==> config.mk <==
export PLATFORM = sky130hd
export DESIGN_NAME = cwf_wakeup_filter
export DESIGN_NICKNAME = d
export VERILOG_FILES = /design/src/verilog/cwf_pkg.sv /design/src/verilog/cwf_wakeup_filter.sv
export VERILOG_INCLUDE_DIRS = /design/src /design/src/verilog
export SDC_FILE = /design/constraint.sdc
export NUM_CORES = 2
export LEC_CHECK = 0
export BUFFER_PORTS_ARGS = -buffer_cell sky130_fd_sc_hd__buf_4
export CAP_MARGIN = 20
export CORE_ASPECT_RATIO = 0.8
export CORE_MARGIN = 5
export CORE_UTILIZATION = 60
export DETAILED_ROUTE_END_ITERATION = 16
export GPL_TIMING_DRIVEN = 0
export PLACE_DENSITY_LB_ADDON = 0.05
export SETUP_SLACK_MARGIN = 0.3
export SYNTH_ARGS = -nofsm -noshare
export SYNTH_HDL_FRONTEND = slang
export SYNTH_SLANG_ARGS = --single-unit
==> constraint.sdc <==
create_clock -name pclk -period 5.9 [get_ports pclk]
set_clock_uncertainty 0.05 [all_clocks]
set_input_delay 1.18 -clock pclk [delete_from_list [all_inputs] [get_ports pclk]]
set_output_delay 1.18 -clock pclk [all_outputs]
set_load 0.01 [all_outputs]
==> src/verilog/cwf_map.svh <==
// register offsets, field positions and constants of the wakeup filter
// assumes a 32-bit apb slave with byte addresses
`ifndef CWF_MAP_SVH
`define CWF_MAP_SVH
`define CWF_CTRL_ADDR 12'h000
`define CWF_TIMEOUT_ADDR 12'h004
`define CWF_STATUS_ADDR 12'h008
`define CWF_EID_ADDR 12'h00c
`define CWF_IDMU_ADDR 12'h010
`define CWF_DLC_ADDR 12'h014
`define CWF_EDL0_ADDR 12'h018
`define CWF_EDL1_ADDR 12'h01c
`define CWF_DMU0_ADDR 12'h020
`define CWF_DMU1_ADDR 12'h024
`define CWF_ERRCNT_ADDR 12'h028
`define CWF_STORE_BASE 12'h040
`define CWF_STORE_TOP 12'h07c
`define CWF_PRESCALE 16'h0018
`define CWF_NMM_FULL 8'h04
`define CWF_EN_BIT 0
`define CWF_MOD_BIT 1
`define CWF_WAKE_BIT 2
`define CWF_FFT_LSB 4
`define CWF_IDENTIFIER_FILTER_TYPE_LSB 6
`define CWF_DFT_LSB 8
`define CWF_MIE_BIT 10
`define CWF_TIE_BIT 11
`define CWF_NMM_LSB 16
`define CWF_MF_BIT 0
`define CWF_TF_BIT 1
`define CWF_ACT_BIT 2
`define CWF_CNT_LSB 8
`define CWF_IDE_BIT 30
`define CWF_RTR_BIT 31
`define CWF_DLCL_LSB 0
`define CWF_DLCH_LSB 8
`endif

==> src/verilog/cwf_pkg.sv <==
// types of the low-power wakeup filter
// assumes cwf_map.svh for numbers
package cwf_pkg;
   typedef struct packed {
      logic ide;
      logic rtr;
      logic fdf;
      logic [28:0] id;
      logic [3:0] dlc;
      logic [63:0] data;
   } cwf_frame_t;
   typedef struct packed {
      logic [3:0] dlc;
      logic ide;
      logic rtr;
      logic [28:0] id;
      logic [63:0] data;
   } cwf_slot_t;
   typedef enum logic [1:0] {
      CWF_IDLE = 2'b00,
      CWF_FILTER = 2'b01,
      CWF_WOKEN = 2'b10
   } cwf_state_t;
endpackage

==> src/verilog/cwf_wakeup_filter.sv <==
// low-power wakeup filter of a can controller with an apb register file
// assumes frames from the bit receiver arrive as one-cycle pulses on pclk
`include "cwf_map.svh"
`timescale 1ns/1ps
`default_nettype none
// Notes on behaviour
// - filter mode needs enable and mode bits
// - wakeup event leaves filter mode
// - four groups keep latest frames in order
// - small match count limits used groups
// - short frames padded with zero bytes
// - stored frames carry no timestamp
// - fd frames ignored in filter mode
// - match and timeout flags gated onto wakeup
// - timeout when counter reaches programmed value
// - filtering continues after timeout while tie bit clear
// - eight-bit count of matched frames
// - timeout counter runs after match while mie bit clear
// - types 0 and 1 match single frame
// - type 2 needs count of id matches
// - ide rtr compared under mask
// - identifier equal, above, below or range
// - length code inside low high bounds
// - data equal, above, below or range
// - short data compared zero extended
// - receive errors count, transmit frozen while filtering
module cwf_wakeup_filter (
   input wire logic pclk,
   input wire logic presetn,
   input wire logic psel,
   input wire logic penable,
   input wire logic pwrite,
   input wire logic [11:0] paddr,
   input wire logic [31:0] pwdata,
   input wire logic [3:0] pstrb,
   output logic [31:0] prdata,
   output logic pready,
   output logic pslverr,
   input wire logic rx_valid,
   input wire cwf_pkg::cwf_frame_t rx_frame,
   input wire logic rx_error,
   input wire logic tx_error,
   input wire logic cpu_awake,
   output logic lp_filter_active,
   output logic wakeup_irq
);
   logic [31:0] ctrl_q, tmo_q, eid_q, idmu_q, dlc_q, edl0_q, edl1_q, dmu0_q, dmu1_q;
   logic mf_q, tf_q;
   logic [7:0] mcnt_q, hits_q, rxerr_q, txerr_q;
   logic [15:0] tcnt_q, pre_q;
   logic [1:0] wptr_q;
   cwf_pkg::cwf_slot_t slot_q [4];
   cwf_pkg::cwf_state_t state_q;
   logic wr, rd, en_mode, filt_on, wake_evt, tick;
   logic id_ok, ir_ok, dlc_ok, dat_ok, short_ok, full_ok, hit, match_evt, tmo_evt;
   logic [1:0] frame_filter_type, identifier_filter_type, dft;
   logic [7:0] match_count_setting;
   logic [63:0] rx_data;

   assign wr = psel && penable && pwrite;
   assign rd = psel && !penable && !pwrite;
   assign pready = 1'b1;
   assign frame_filter_type = ctrl_q[`CWF_FFT_LSB+:2];
   assign identifier_filter_type = ctrl_q[`CWF_IDENTIFIER_FILTER_TYPE_LSB+:2];
   assign dft = ctrl_q[`CWF_DFT_LSB+:2];
   assign match_count_setting = ctrl_q[`CWF_NMM_LSB+:8];
   assign en_mode = ctrl_q[`CWF_EN_BIT] && ctrl_q[`CWF_MOD_BIT];
   assign filt_on = state_q == cwf_pkg::CWF_FILTER;
   assign lp_filter_active = filt_on;

   // byte-lane merge for writes
   function automatic logic [31:0] merge(input logic [31:0] old, input logic [31:0] nw,
                                         input logic [3:0] st);
      logic [31:0] r;
      r = old;
      for (int i = 0; i < 4; i++) begin
         if (st[i]) begin
            r[i*8+:8] = nw[i*8+:8];
         end
      end
      return r;
   endfunction

   // compare by filter type: masked equal, at least, at most, inclusive range
   function automatic logic cmp64(input logic [1:0] t, input logic [63:0] v,
                                  input logic [63:0] e, input logic [63:0] m);
      logic r;
      r = 1'b0;
      unique case (t)
         2'b00: r = ((v ^ e) & m) == 64'h0;
         2'b01: r = v >= e;
         2'b10: r = v <= e;
         2'b11: r = (v >= e) && (v <= m);
      endcase
      return r;
   endfunction

   // zero the bytes beyond the length code
   function automatic logic [63:0] pad(input logic [63:0] d, input logic [3:0] n);
      logic [63:0] r;
      r = 64'h0;
      for (int i = 0; i < 8; i++) begin
         if (4'(i) < n) begin
            r[i*8+:8] = d[i*8+:8];
         end
      end
      return r;
   endfunction

   // one word of a storage group: control, identifier, data low, data high
   function automatic logic [31:0] slot_word(input cwf_pkg::cwf_slot_t s,
                                             input logic [1:0] w);
      logic [31:0] r;
      r = 32'h0;
      unique case (w)
         2'b00: r = {24'h0, s.dlc, 2'b00, s.rtr, s.ide};
         2'b01: r = {3'h0, s.id};
         2'b10: r = s.data[31:0];
         2'b11: r = s.data[63:32];
      endcase
      return r;
   endfunction

   assign rx_data = pad(rx_frame.data, rx_frame.dlc);
   assign ir_ok = (((rx_frame.ide ^ eid_q[`CWF_IDE_BIT]) & idmu_q[`CWF_IDE_BIT]) == 1'b0) &&
                  (((rx_frame.rtr ^ eid_q[`CWF_RTR_BIT]) & idmu_q[`CWF_RTR_BIT]) == 1'b0);
   assign id_ok = cmp64(identifier_filter_type, {35'h0, rx_frame.id}, {35'h0, eid_q[28:0]},
                        {35'h0, idmu_q[28:0]});
   assign dlc_ok = (rx_frame.dlc >= dlc_q[`CWF_DLCL_LSB+:4]) &&
                   (rx_frame.dlc <= dlc_q[`CWF_DLCH_LSB+:4]);
   assign dat_ok = cmp64(dft, rx_data, {edl1_q, edl0_q}, {dmu1_q, dmu0_q});
   assign short_ok = ir_ok && id_ok;
   assign full_ok = short_ok && dlc_ok && dat_ok;
   assign hit = filt_on && rx_valid && !rx_frame.fdf && (frame_filter_type[0] ? full_ok : short_ok);
   assign match_evt = hit && (!frame_filter_type[1] || ((hits_q + 8'h01) >= match_count_setting));
   // a zero timeout never fires, also not when the counter saturates
   assign tmo_evt = filt_on && tick && (tmo_q[15:0] != 16'h0) &&
                    (tcnt_q + 16'h0001 == tmo_q[15:0]);
   assign wake_evt = (match_evt && ctrl_q[`CWF_MIE_BIT]) ||
                     (tmo_evt && ctrl_q[`CWF_TIE_BIT]);
   assign wakeup_irq = (mf_q && ctrl_q[`CWF_MIE_BIT]) || (tf_q && ctrl_q[`CWF_TIE_BIT]);

   always_ff @(posedge pclk or negedge presetn) begin
      if (!presetn) begin
         state_q <= cwf_pkg::CWF_IDLE;
      end else begin
         unique case (state_q)
            cwf_pkg::CWF_IDLE: begin
               if (en_mode) begin
                  state_q <= cwf_pkg::CWF_FILTER;
               end
            end
            cwf_pkg::CWF_FILTER: begin
               if (!en_mode) begin
                  state_q <= cwf_pkg::CWF_IDLE;
               end else if (wake_evt) begin
                  state_q <= cwf_pkg::CWF_WOKEN;
               end
            end
            cwf_pkg::CWF_WOKEN: begin
               if (!en_mode) begin
                  state_q <= cwf_pkg::CWF_IDLE;
               end
            end
            default: state_q <= cwf_pkg::CWF_IDLE;
         endcase
      end
   end

   // timeout counter keeps running after a match until cpu wakes or filter mode ends
   always_ff @(posedge pclk or negedge presetn) begin
      if (!presetn) begin
         pre_q <= 16'h0;
         tcnt_q <= 16'h0;
      end else if (!filt_on || cpu_awake) begin
         pre_q <= 16'h0;
         tcnt_q <= 16'h0;
      end else begin
         pre_q <= tick ? 16'h0 : pre_q + 16'h0001;
         if (tick && tcnt_q != 16'hffff) begin
            tcnt_q <= tcnt_q + 16'h0001;
         end
      end
   end
   assign tick = pre_q == `CWF_PRESCALE;

   always_ff @(posedge pclk or negedge presetn) begin
      if (!presetn) begin
         hits_q <= 8'h0;
         mcnt_q <= 8'h0;
         wptr_q <= 2'b00;
      end else if (state_q == cwf_pkg::CWF_IDLE && en_mode) begin
         hits_q <= 8'h0;
         mcnt_q <= 8'h0;
         wptr_q <= 2'b00;
      end else if (hit) begin
         hits_q <= hits_q + 8'h01;
         if (mcnt_q != 8'hff) begin
            mcnt_q <= mcnt_q + 8'h01;
         end
         if (match_count_setting != 8'h0 && (match_count_setting >= `CWF_NMM_FULL || {6'h0, wptr_q} + 8'h01 < match_count_setting)) begin
            wptr_q <= wptr_q + 2'b01;
         end else begin
            wptr_q <= 2'b00;
         end
      end
   end

   // frame storage: latest frames only, no timestamp kept
   always_ff @(posedge pclk or negedge presetn) begin
      if (!presetn) begin
         for (int i = 0; i < 4; i++) begin
            slot_q[i] <= '0;
         end
      end else if (hit && match_count_setting != 8'h0) begin
         slot_q[wptr_q] <= '{dlc: rx_frame.dlc, ide: rx_frame.ide, rtr: rx_frame.rtr,
                            id: rx_frame.id, data: rx_data};
      end
   end

   // error counters: receive side counts, transmit side frozen while filtering
   always_ff @(posedge pclk or negedge presetn) begin
      if (!presetn) begin
         rxerr_q <= 8'h0;
         txerr_q <= 8'h0;
      end else begin
         if (rx_error && rxerr_q != 8'hff) begin
            rxerr_q <= rxerr_q + 8'h01;
         end
         if (tx_error && !filt_on && txerr_q != 8'hff) begin
            txerr_q <= txerr_q + 8'h01;
         end
      end
   end

   // sticky flags, write one to clear, set wins
   always_ff @(posedge pclk or negedge presetn) begin
      if (!presetn) begin
         mf_q <= 1'b0;
         tf_q <= 1'b0;
      end else begin
         if (match_evt) begin
            mf_q <= 1'b1;
         end else if (wr && paddr == `CWF_STATUS_ADDR && pstrb[0] && pwdata[`CWF_MF_BIT]) begin
            mf_q <= 1'b0;
         end
         if (tmo_evt) begin
            tf_q <= 1'b1;
         end else if (wr && paddr == `CWF_STATUS_ADDR && pstrb[0] && pwdata[`CWF_TF_BIT]) begin
            tf_q <= 1'b0;
         end
      end
   end

   always_ff @(posedge pclk or negedge presetn) begin
      if (!presetn) begin
         ctrl_q <= 32'h0;
         tmo_q <= 32'h0;
         eid_q <= 32'h0;
         idmu_q <= 32'h0;
         dlc_q <= 32'h0;
         edl0_q <= 32'h0;
         edl1_q <= 32'h0;
         dmu0_q <= 32'h0;
         dmu1_q <= 32'h0;
      end else if (wr) begin
         unique case (paddr)
            `CWF_CTRL_ADDR: ctrl_q <= merge(ctrl_q, pwdata, pstrb) & 32'h00ff0ff3;
            `CWF_TIMEOUT_ADDR: tmo_q <= merge(tmo_q, pwdata, pstrb) & 32'h0000ffff;
            `CWF_EID_ADDR: eid_q <= merge(eid_q, pwdata, pstrb) & 32'hdfffffff;
            `CWF_IDMU_ADDR: idmu_q <= merge(idmu_q, pwdata, pstrb) & 32'hdfffffff;
            `CWF_DLC_ADDR: dlc_q <= merge(dlc_q, pwdata, pstrb) & 32'h00000f0f;
            `CWF_EDL0_ADDR: edl0_q <= merge(edl0_q, pwdata, pstrb);
            `CWF_EDL1_ADDR: edl1_q <= merge(edl1_q, pwdata, pstrb);
            `CWF_DMU0_ADDR: dmu0_q <= merge(dmu0_q, pwdata, pstrb);
            `CWF_DMU1_ADDR: dmu1_q <= merge(dmu1_q, pwdata, pstrb);
            default: ;
         endcase
      end
   end

   // read data registered at setup, valid in access phase
   always_ff @(posedge pclk or negedge presetn) begin
      if (!presetn) begin
         prdata <= 32'h0;
         pslverr <= 1'b0;
      end else if (psel && !penable) begin
         pslverr <= 1'b0;
         prdata <= 32'h0;
         if (rd) begin
            unique case (paddr)
               `CWF_CTRL_ADDR: prdata <= ctrl_q | {29'h0, state_q == cwf_pkg::CWF_WOKEN, 2'b00};
               `CWF_TIMEOUT_ADDR: prdata <= tmo_q;
               `CWF_STATUS_ADDR: prdata <= {16'h0, mcnt_q, 5'h0, filt_on, tf_q, mf_q};
               `CWF_EID_ADDR: prdata <= eid_q;
               `CWF_IDMU_ADDR: prdata <= idmu_q;
               `CWF_DLC_ADDR: prdata <= dlc_q;
               `CWF_EDL0_ADDR: prdata <= edl0_q;
               `CWF_EDL1_ADDR: prdata <= edl1_q;
               `CWF_DMU0_ADDR: prdata <= dmu0_q;
               `CWF_DMU1_ADDR: prdata <= dmu1_q;
               `CWF_ERRCNT_ADDR: prdata <= {16'h0, txerr_q, rxerr_q};
               default: begin
                  if (paddr >= `CWF_STORE_BASE && paddr <= `CWF_STORE_TOP && paddr[1:0] == 2'b00) begin
                     prdata <= slot_word(slot_q[paddr[5:4]], paddr[3:2]);
                  end else begin
                     pslverr <= 1'b1;
                  end
               end
            endcase
         end else if (!(paddr < `CWF_ERRCNT_ADDR && paddr[1:0] == 2'b00)) begin
            pslverr <= 1'b1;
         end
      end
   end

   chk_fd_ignored: assert property (@(posedge pclk) disable iff (!presetn)
      (rx_valid && rx_frame.fdf) |=> $stable(mcnt_q))
      else $error("fd frame counted");
   chk_count_incr: assert property (@(posedge pclk) disable iff (!presetn)
      (hit && mcnt_q != 8'hff && !(state_q == cwf_pkg::CWF_IDLE))
      |=> mcnt_q == $past(mcnt_q) + 8'h01)
      else $error("match count not advanced");
   chk_count_clear: assert property (@(posedge pclk) disable iff (!presetn)
      (state_q == cwf_pkg::CWF_IDLE && en_mode) |=> mcnt_q == 8'h0)
      else $error("match count not cleared at entry");
   chk_flag_match: assert property (@(posedge pclk) disable iff (!presetn)
      match_evt |=> mf_q)
      else $error("match flag not set");
   chk_flag_sticky: assert property (@(posedge pclk) disable iff (!presetn)
      (mf_q && !wr) |=> mf_q)
      else $error("match flag lost");
   chk_flag_tmo: assert property (@(posedge pclk) disable iff (!presetn)
      tmo_evt |=> tf_q)
      else $error("timeout flag not set");
   chk_timeout_count: assert property (@(posedge pclk) disable iff (!presetn)
      (tmo_evt && !cpu_awake) |=> tcnt_q == $past(tmo_q[15:0]))
      else $error("timeout at wrong count");
   chk_timer_runs: assert property (@(posedge pclk) disable iff (!presetn)
      (filt_on && !cpu_awake && tick && tcnt_q != 16'hffff)
      |=> tcnt_q == $past(tcnt_q) + 16'h0001)
      else $error("timeout counter stalled");
   chk_timer_awake: assert property (@(posedge pclk) disable iff (!presetn)
      cpu_awake |=> tcnt_q == 16'h0)
      else $error("timeout counter kept while awake");
   chk_irq_gate: assert property (@(posedge pclk) disable iff (!presetn)
      wakeup_irq |-> (mf_q || tf_q))
      else $error("irq without flag");
   chk_single_match: assert property (@(posedge pclk) disable iff (!presetn)
      (hit && !frame_filter_type[1]) |=> mf_q)
      else $error("single frame did not match");
   chk_mode_entry: assert property (@(posedge pclk) disable iff (!presetn)
      filt_on |-> $past(en_mode))
      else $error("filter without enable");
   chk_mode_exit: assert property (@(posedge pclk) disable iff (!presetn)
      !en_mode |=> !filt_on)
      else $error("filter kept without enable");
   chk_wake_leave: assert property (@(posedge pclk) disable iff (!presetn)
      (filt_on && en_mode && wake_evt) |=> !filt_on)
      else $error("wakeup kept mode");
   chk_pad_zero: assert property (@(posedge pclk) disable iff (!presetn)
      (rx_valid && rx_frame.dlc < 4'h8) |-> (rx_data >> {rx_frame.dlc, 3'b000}) == 64'h0)
      else $error("short frame not zero padded");
   chk_store_id: assert property (@(posedge pclk) disable iff (!presetn)
      (hit && match_count_setting != 8'h0) |=> slot_q[$past(wptr_q)].id == $past(rx_frame.id))
      else $error("stored identifier wrong");
   chk_rx_err_count: assert property (@(posedge pclk) disable iff (!presetn)
      (rx_error && rxerr_q != 8'hff) |=> rxerr_q == $past(rxerr_q) + 8'h01)
      else $error("rx error not counted");
   chk_tx_frozen: assert property (@(posedge pclk) disable iff (!presetn)
      filt_on |=> $stable(txerr_q))
      else $error("tx errors counted");
   chk_ptr_limit: assert property (@(posedge pclk) disable iff (!presetn)
      (match_count_setting != 8'h0 && match_count_setting < `CWF_NMM_FULL) |-> ({6'h0, wptr_q} < match_count_setting || $changed(match_count_setting)))
      else $error("group beyond match count");
endmodule
`default_nettype wire

; ---- Word level (Yosys, flattened, before mapping)
; Cells that the tools add are included.
[totals]
regBits = 731
[op_classes]
muxes = 46
n_addsub = 8
bitwise = 13
n_reduce_logical = 97
eq_ne = 30
order_cmp = 25
[ops]
columns = cell, n
row1 = bitwise mux 396 bit, 1
row2 = one-hot mux 32 bit (11 select lines), 1
row3 = 2-to-1 mux 99 bit, 3
row4 = binary-select mux 99 bit (select 2 bit), 1
row5 = demux 99 bit (select 2 bit), 1
row6 = less-or-equal comparator 64 bit, 2
row7 = logical NOT 64 bit, 2
row8 = one-hot mux 32 bit (4 select lines), 1
row9 = 2-to-1 mux 8 bit, 13
row10 = AND reduction 3 bit, 32
row11 = AND 64 bit, 1
row12 = greater-or-equal comparator 64 bit, 1
row13 = 2-to-1 mux 16 bit, 4
row14 = 2-to-1 mux 32 bit, 2
row15 = XOR 64 bit, 1
row16 = less-or-equal comparator 29 bit, 2
row17 = "equality test 12 x 5 -> 1 bit, second input constant", 4
row18 = logical AND 1 bit, 38
row19 = "equality test 12 x 6 -> 1 bit, second input constant", 3
row20 = "adder 16 x 1 -> 16 bit, second input constant", 2
row21 = "adder 8 x 1 -> 8 bit, second input constant", 4
row22 = AND 29 bit, 1
row23 = greater-or-equal comparator 29 bit, 1
row24 = XOR 29 bit, 1
row25 = 43 further kinds, 97

; ---- Longest topological paths before layout
[logic_depth]
depth_word = 15
depth_mapped = 19
depth_no_buf = 14

; ---- Least setup slack after synthesis
; No wires, ideal clock.
[synth_path]
path_kind = input-to-reg
start = input rx_frame[67] (netlist name)
end = register slot_q[184] (netlist name)
path_buffers = 5
arrival_ps = 4915
path_stages = 18
required_ps = 5725
setup_slack_ps = 810
cell_sequence = buf_6 > buf_2 > a31oi_1 > nor2b_1 > ha_1 > and4_1 > and4b_1 > o211ai_1 > or4_1 > o221ai_1 > a21oi_2 > mux2i_1 > o31a_1 > buf_6 > nor2_8 > buf_6 > buf_6 > mux2_4
[synth_via]
elab_chain_cells = 10
elab_cells_between_ends = 32
cone_classes = order compare (13) / mux (10) / bitwise (2) / reduce/logical (7)
[synth_lines]
columns = item, line
row1 = from (decl), cwf_wakeup_filter.sv:40  ; input wire cwf_pkg::cwf_frame_t rx_frame,
row2 = < comparator 3 x 4 -> 1 bit *, cwf_wakeup_filter.sv:103  ; if (4'(i) < n) begin
row3 = 2-to-1 mux 8 bit *, cwf_wakeup_filter.sv:103
row4 = named net rx_data[55], cwf_wakeup_filter.sv:58  ; logic [63:0] rx_data;
row5 = branches (longest 3 deep; another with greater-or-equal comparator 64 bit), --
row6 = one-hot mux 1 bit (4 select lines) *, cwf_wakeup_filter.sv:89  ; unique case (t)
row7 = logical AND 1 bit *, cwf_wakeup_filter.sv:133  ; assign full_ok = short_ok && dlc_ok && dat_ok;
row8 = 2-to-1 mux 1 bit *, cwf_wakeup_filter.sv:134  ; assign hit = filt_on && rx_valid && !rx_frame.fdf && (frame_filter_type[0] ? full_ok : short_ok);
row9 = logical AND 1 bit *, cwf_wakeup_filter.sv:134
row10 = logical AND 1 bit *, cwf_wakeup_filter.sv:215  ; end else if (hit && match_count_setting != 8'h0) begin
row11 = "to (signal, indexed assignment)", cwf_wakeup_filter.sv:216  ; slot_q[wptr_q] <= '{dlc: rx_frame.dlc, ide: rx_frame.ide, rtr: rx_frame.rtr,
row12 = to (decl), cwf_wakeup_filter.sv:52  ; cwf_pkg::cwf_slot_t slot_q [4];
; Mark *: on every way through the listed nets, which the timed path passes.
; A chain may end at the register's enable or synchronous reset.

; ---- Worst setup path after layout
[layout_path]
start = input rx_frame[67] (netlist name)
end = register slot_q[394] (netlist name)
[layout_via]
elab_chain_cells = 10
elab_cells_between_ends = 32
cone_classes = order compare (13) / mux (10) / bitwise (2) / reduce/logical (7)
[layout_lines]
columns = item, line
row1 = < comparator 2 x 4 -> 1 bit *, cwf_wakeup_filter.sv:103
row2 = 2-to-1 mux 8 bit *, cwf_wakeup_filter.sv:103
row3 = named net rx_data[22], cwf_wakeup_filter.sv:58
row4 = branches (longest 3 deep; another with greater-or-equal comparator 64 bit), --
row5 = one-hot mux 1 bit (4 select lines) *, cwf_wakeup_filter.sv:89
row6 = logical AND 1 bit *, cwf_wakeup_filter.sv:133
row7 = 2-to-1 mux 1 bit *, cwf_wakeup_filter.sv:134
row8 = logical AND 1 bit *, cwf_wakeup_filter.sv:134
row9 = logical AND 1 bit *, cwf_wakeup_filter.sv:215
; Marked as above.

==> metrics.txt <==
# TYPE chip_impl_metric gauge
chip_impl_info{name="run_status",value="complete, no violations"} 1
chip_impl_info{name="endpoint_kind",value="flop"} 1
chip_impl_metric{name="die-area",unit="sq um"} 71700
chip_impl_metric{name="place.gp.congestion",unit=""} 1.09
chip_impl_metric{name="min_period",unit="ps"} 5650
chip_impl_metric{name="drc",unit=""} 0
chip_impl_metric{name="grt_max_degree",unit=""} 137
chip_impl_info{name="synth_top_cells_by_count",value="sky130_fd_sc_hd__dfrtp_1 (731), sky130_fd_sc_hd__mux2_2 (582), sky130_fd_sc_hd__ha_1 (222)"} 1
chip_impl_metric{name="place.detailed.hpwl",unit="mm"} 115
chip_impl_metric{name="gr-total-overflow",unit=""} 0
chip_impl_info{name="unrepaired_setup_endpoints_after_global_routing",value="no"} 1
chip_impl_metric{name="synth_nets",unit=""} 3637
chip_impl_info{name="critical_path.top_delay_family",value="compound AO/OA/AOI/OAI gates"} 1
chip_impl_metric{name="die_y",unit="microns"} 241
chip_impl_metric{name="finalSetupViolations",unit=""} 0
chip_impl_metric{name="worst_path_fanout_max",unit=""} 11
chip_impl_metric{name="worst_ep_arrival_time",unit="ps"} 6110
chip_impl_metric{name="worst_skew_pair.late_latency",unit="ps"} 640
chip_impl_metric{name="cell_count_after_placement",unit=""} 4314
chip_impl_info{name="class_of_the_worst_hold_path",value="reg -> reg"} 1
chip_impl_metric{name="post-route-util",unit="%"} 69.4
chip_impl_metric{name="ctsLongestPathBuffers",unit=""} 3
chip_impl_metric{name="power_switching_share",unit="%"} 25.3
chip_impl_metric{name="numCtsBuffers",unit=""} 74
chip_impl_metric{name="fp-row-count",unit=""} 84
chip_impl_metric{name="drt_first_iter_violations",unit=""} 3665
chip_impl_metric{name="relative_max_transition_margin",unit="%"} 16.7
chip_impl_metric{name="vias_in_the_first_global_route",unit=""} 30700
chip_impl_metric{name="finalNonFillerCells",unit=""} 4479
chip_impl_metric{name="max_cap_violations",unit=""} 0
chip_impl_metric{name="numPortBuffers",unit=""} 188
chip_impl_metric{name="final_max_slew_viol_count",unit=""} 0
chip_impl_metric{name="io_pins",unit=""} 193
chip_impl_metric{name="synth_edf_count",unit=""} 0
chip_impl_metric{name="synthesis.yosys.warnings",unit=""} 0
chip_impl_metric{name="ant_nets",unit=""} 0
chip_impl_metric{name="antenna_violations_before_repair",unit=""} 4
chip_impl_metric{name="cts_hold_repair.buffers",unit=""} 0
chip_impl_metric{name="route.final.wire_length",unit="mm"} 148
chip_impl_info{name="cp_slowest_cell",value="sky130_fd_sc_hd__a221oi_2"} 1
chip_impl_metric{name="synth_area",unit="sq um"} 39900
chip_impl_info{name="path_class",value="in -> reg"} 1
chip_impl_metric{name="detail_route.vias_per_cell",unit=""} 6.85
chip_impl_metric{name="finalCritPeriodShare",unit="%"} 95.8
chip_impl_metric{name="achievable-frequency",unit="MHz"} 177
chip_impl_metric{name="cp_num_buf_inv",unit=""} 7
chip_impl_metric{name="worst_ep_required_time",unit="ps"} 6350
chip_impl_metric{name="path_clk_slew",unit="ps"} 60
chip_impl_metric{name="yosysSeqAreaShare",unit="%"} 45.9
chip_impl_metric{name="floorplan.die.width",unit="microns"} 298
chip_impl_metric{name="pwr-share-clk",unit="%"} 44.4
chip_impl_metric{name="total_switching_power",unit="mW"} 2.77
chip_impl_metric{name="grt_util_all_layers",unit="%"} 40.7
chip_impl_info{name="ys.flop_type",value="sky130_fd_sc_hd__dfrtp_1"} 1
chip_impl_metric{name="timing_worst_slew_pin_value",unit="ps"} 1250
chip_impl_metric{name="via_count",unit=""} 30700
chip_impl_info{name="cells_taking_the_most_area_after_synthesis",value="sky130_fd_sc_hd__dfrtp_1 (46%), sky130_fd_sc_hd__mux2_2 (16%), sky130_fd_sc_hd__ha_1 (7.0%)"} 1
chip_impl_metric{name="syn_to_final_growth",unit="%"} 14.6
chip_impl_metric{name="vdd_drop_max",unit="mV"} 0.224
chip_impl_metric{name="grt_pass1_wl",unit="mm"} 212
chip_impl_metric{name="drive_above_1_share",unit="%"} 33.0
chip_impl_metric{name="timing_hold_violations_final",unit=""} 0
chip_impl_metric{name="post_synth_num_cell_types",unit=""} 87
chip_impl_metric{name="power.share.combinational",unit="%"} 8.7
chip_impl_metric{name="leakage",unit="nW"} 21.6
chip_impl_metric{name="synthesis.instances",unit=""} 3258
chip_impl_info{name="synth_top_cell_by_area",value="sky130_fd_sc_hd__dfrtp_1"} 1
chip_impl_metric{name="detailedRoute.firstPassIterationCount",unit=""} 6
chip_impl_info{name="crit_path_start_kind",value="input pin"} 1
chip_impl_metric{name="initial_utilization",unit="%"} 60.6
chip_impl_metric{name="synth_async_sr_flop_share",unit="%"} 100
chip_impl_info{name="critical_path.cell_chain",value="buf_4, buf_6, buf_6, a211o_4, and2_1, ha_1, nand2_1, o21ai_1, a221oi_2, nand3_1, a211oi_1, o211ai_1, and4_1, o31a_4, buf_8, nor2_8, buf_12, buf_6, buf_8, mux2_4"} 1
chip_impl_info{name="synth.most_common_cell",value="sky130_fd_sc_hd__dfrtp_1"} 1
chip_impl_metric{name="clock_sinks",unit=""} 731
chip_impl_metric{name="synth-seq-cells",unit=""} 731
chip_impl_metric{name="core_area",unit="sq um"} 65800
chip_impl_metric{name="powerDensity",unit="nW/um^2"} 240
chip_impl_info{name="root_buffer",value="sky130_fd_sc_hd__clkbuf_16"} 1
chip_impl_metric{name="synth_top_cell_area_share",unit="%"} 45.9
chip_impl_metric{name="fin_nets",unit=""} 3939
chip_impl_metric{name="seqPwrFrac",unit="%"} 46.8
chip_impl_metric{name="internal_power",unit="mW"} 8.18
chip_impl_metric{name="drt-wirelength-per-cell",unit="microns"} 32.9
chip_impl_metric{name="avgSynthCellArea",unit="sq um"} 12.2
chip_impl_metric{name="layout.filler_cells",unit=""} 4718
chip_impl_info{name="crit_top_cell",value="sky130_fd_sc_hd__buf_6"} 1
chip_impl_info{name="clock_tree_from_tritoncts",value="yes"} 1
chip_impl_metric{name="cp_slowest_stage_delay",unit="ps"} 620
chip_impl_metric{name="htree_levels",unit=""} 3
[power by group through the flow]
stage	Sequential, mW	Combinational (mW)	Clock (mW)
floorplan	5.20	0.386	0
global placement	5.22	0.836	0
detailed placement	5.22	0.882	0
CTS	5.12	0.904	4.89
global route	5.13	1.01	5.12
finish	5.13	0.955	4.87
[worst paths after layout]
path | startpoint | end | slack [ps] | cells past startpoint
setup / recovery | rx_frame[67] | slot_q[394] | 250 | 20
hold / removal | prdata[7] | prdata[7] | 420 | 2
setup reg to reg | dmu0_q[26] | slot_q[394] | 1330 | 17
hold reg to reg | prdata[7] | prdata[7] | 420 | 2
max in group asynchronous | presetn | slot_q[266] | 3290 | 4
min in group asynchronous | presetn | tcnt_q[4] | 470 | 1
[routing by layer]
layer	part of all wire [%]	track usage (%)	vias up
li1	-	-	12700
met1	40	56.7	15800
met2	42	57.7	1849
met3	13	15.5	343
met4	4.9	16.9	4
met5	0.014	0	-
[sequential cells by signal, indices dropped and copies added (netlist names), 31 cells and up]
register / flops
dmu0_q: 32
dmu1_q: 32
edl0_q: 32
edl1_q: 32
eid_q: 31
idmu_q: 31
prdata: 32
slot_q: 396
[tightest hold or removal path, cell delays in order, from the launching register on]
cell                      delay (ps)
sky130_fd_sc_hd__dfrtp_1         340
sky130_fd_sc_hd__nand2_1          50
sky130_fd_sc_hd__nand2_1          50
[area by class of cell]
cell class / instances / area (sq um) / area share, %
clock buffer: 106 / 2160 / 4.74
antenna: 2 / 5.00 / 0.0110
sequential: 731 / 18300 / 40.1
buffer: 147 / 813 / 1.78
multi-input combinational: 2167 / 20300 / 44.4
clock inverter: 27 / 309 / 0.677
timing repair buffer: 226 / 1920 / 4.21
inverter: 213 / 800 / 1.75
tap: 860 / 1080 / 2.36
[cell families after synthesis]
| logic type | count (synthesis) | synth area share (%) |
|---|---|---|
| xor+xnor | 68 | 1.49 |
| flops | 731 | 45.9 |
| other cells | 1 | 0.00941 |
| mux | 739 | 24.2 |
| simple gates | 619 | 8.17 |
| fa+ha+maj | 223 | 6.99 |
| buf+inv | 360 | 3.95 |
| compound gates | 517 | 9.27 |
[metrics by stage]
stage | worst slack, ps | instance area [sq um] | TNS (ps) | hold WS [ps] | power (mW)
3_5_place_dp | -1220 | 42500 | -442810 | 416 | 6.10
2_1_floorplan | 810 | 39900 | 0 | 405 | 5.58
5_1_grt | 299 | 45700 | 0 | 465 | 11.3
4_1_cts | 290 | 45400 | 0 | 429 | 10.9
3_3_place_gp | -4090 | 42300 | -3404700 | 404 | 6.05
6_report | 247 | 45700 | 0 | 425 | 11.0
[cells in the final DEF, fill, tap and decap left out, drive strengths merged, types with 57 or more instances in the layout]
cell	n
o21ai	102
nand3	60
ha	222
a22oi	61
nand2	182
nand4	57
clkbuf	185
inv	218
buf	293
nor2	90
mux2	628
a21oi	65
dfrtp	731
mux4	105
[what timing repair did]
item                       in CTS  in global routing
gates resized for setup        52                 37
setup buffers                  16                  7
pin swaps                       8                  9
setup endpoints to repair     417                441
Power figures use the tool's default switching activity.
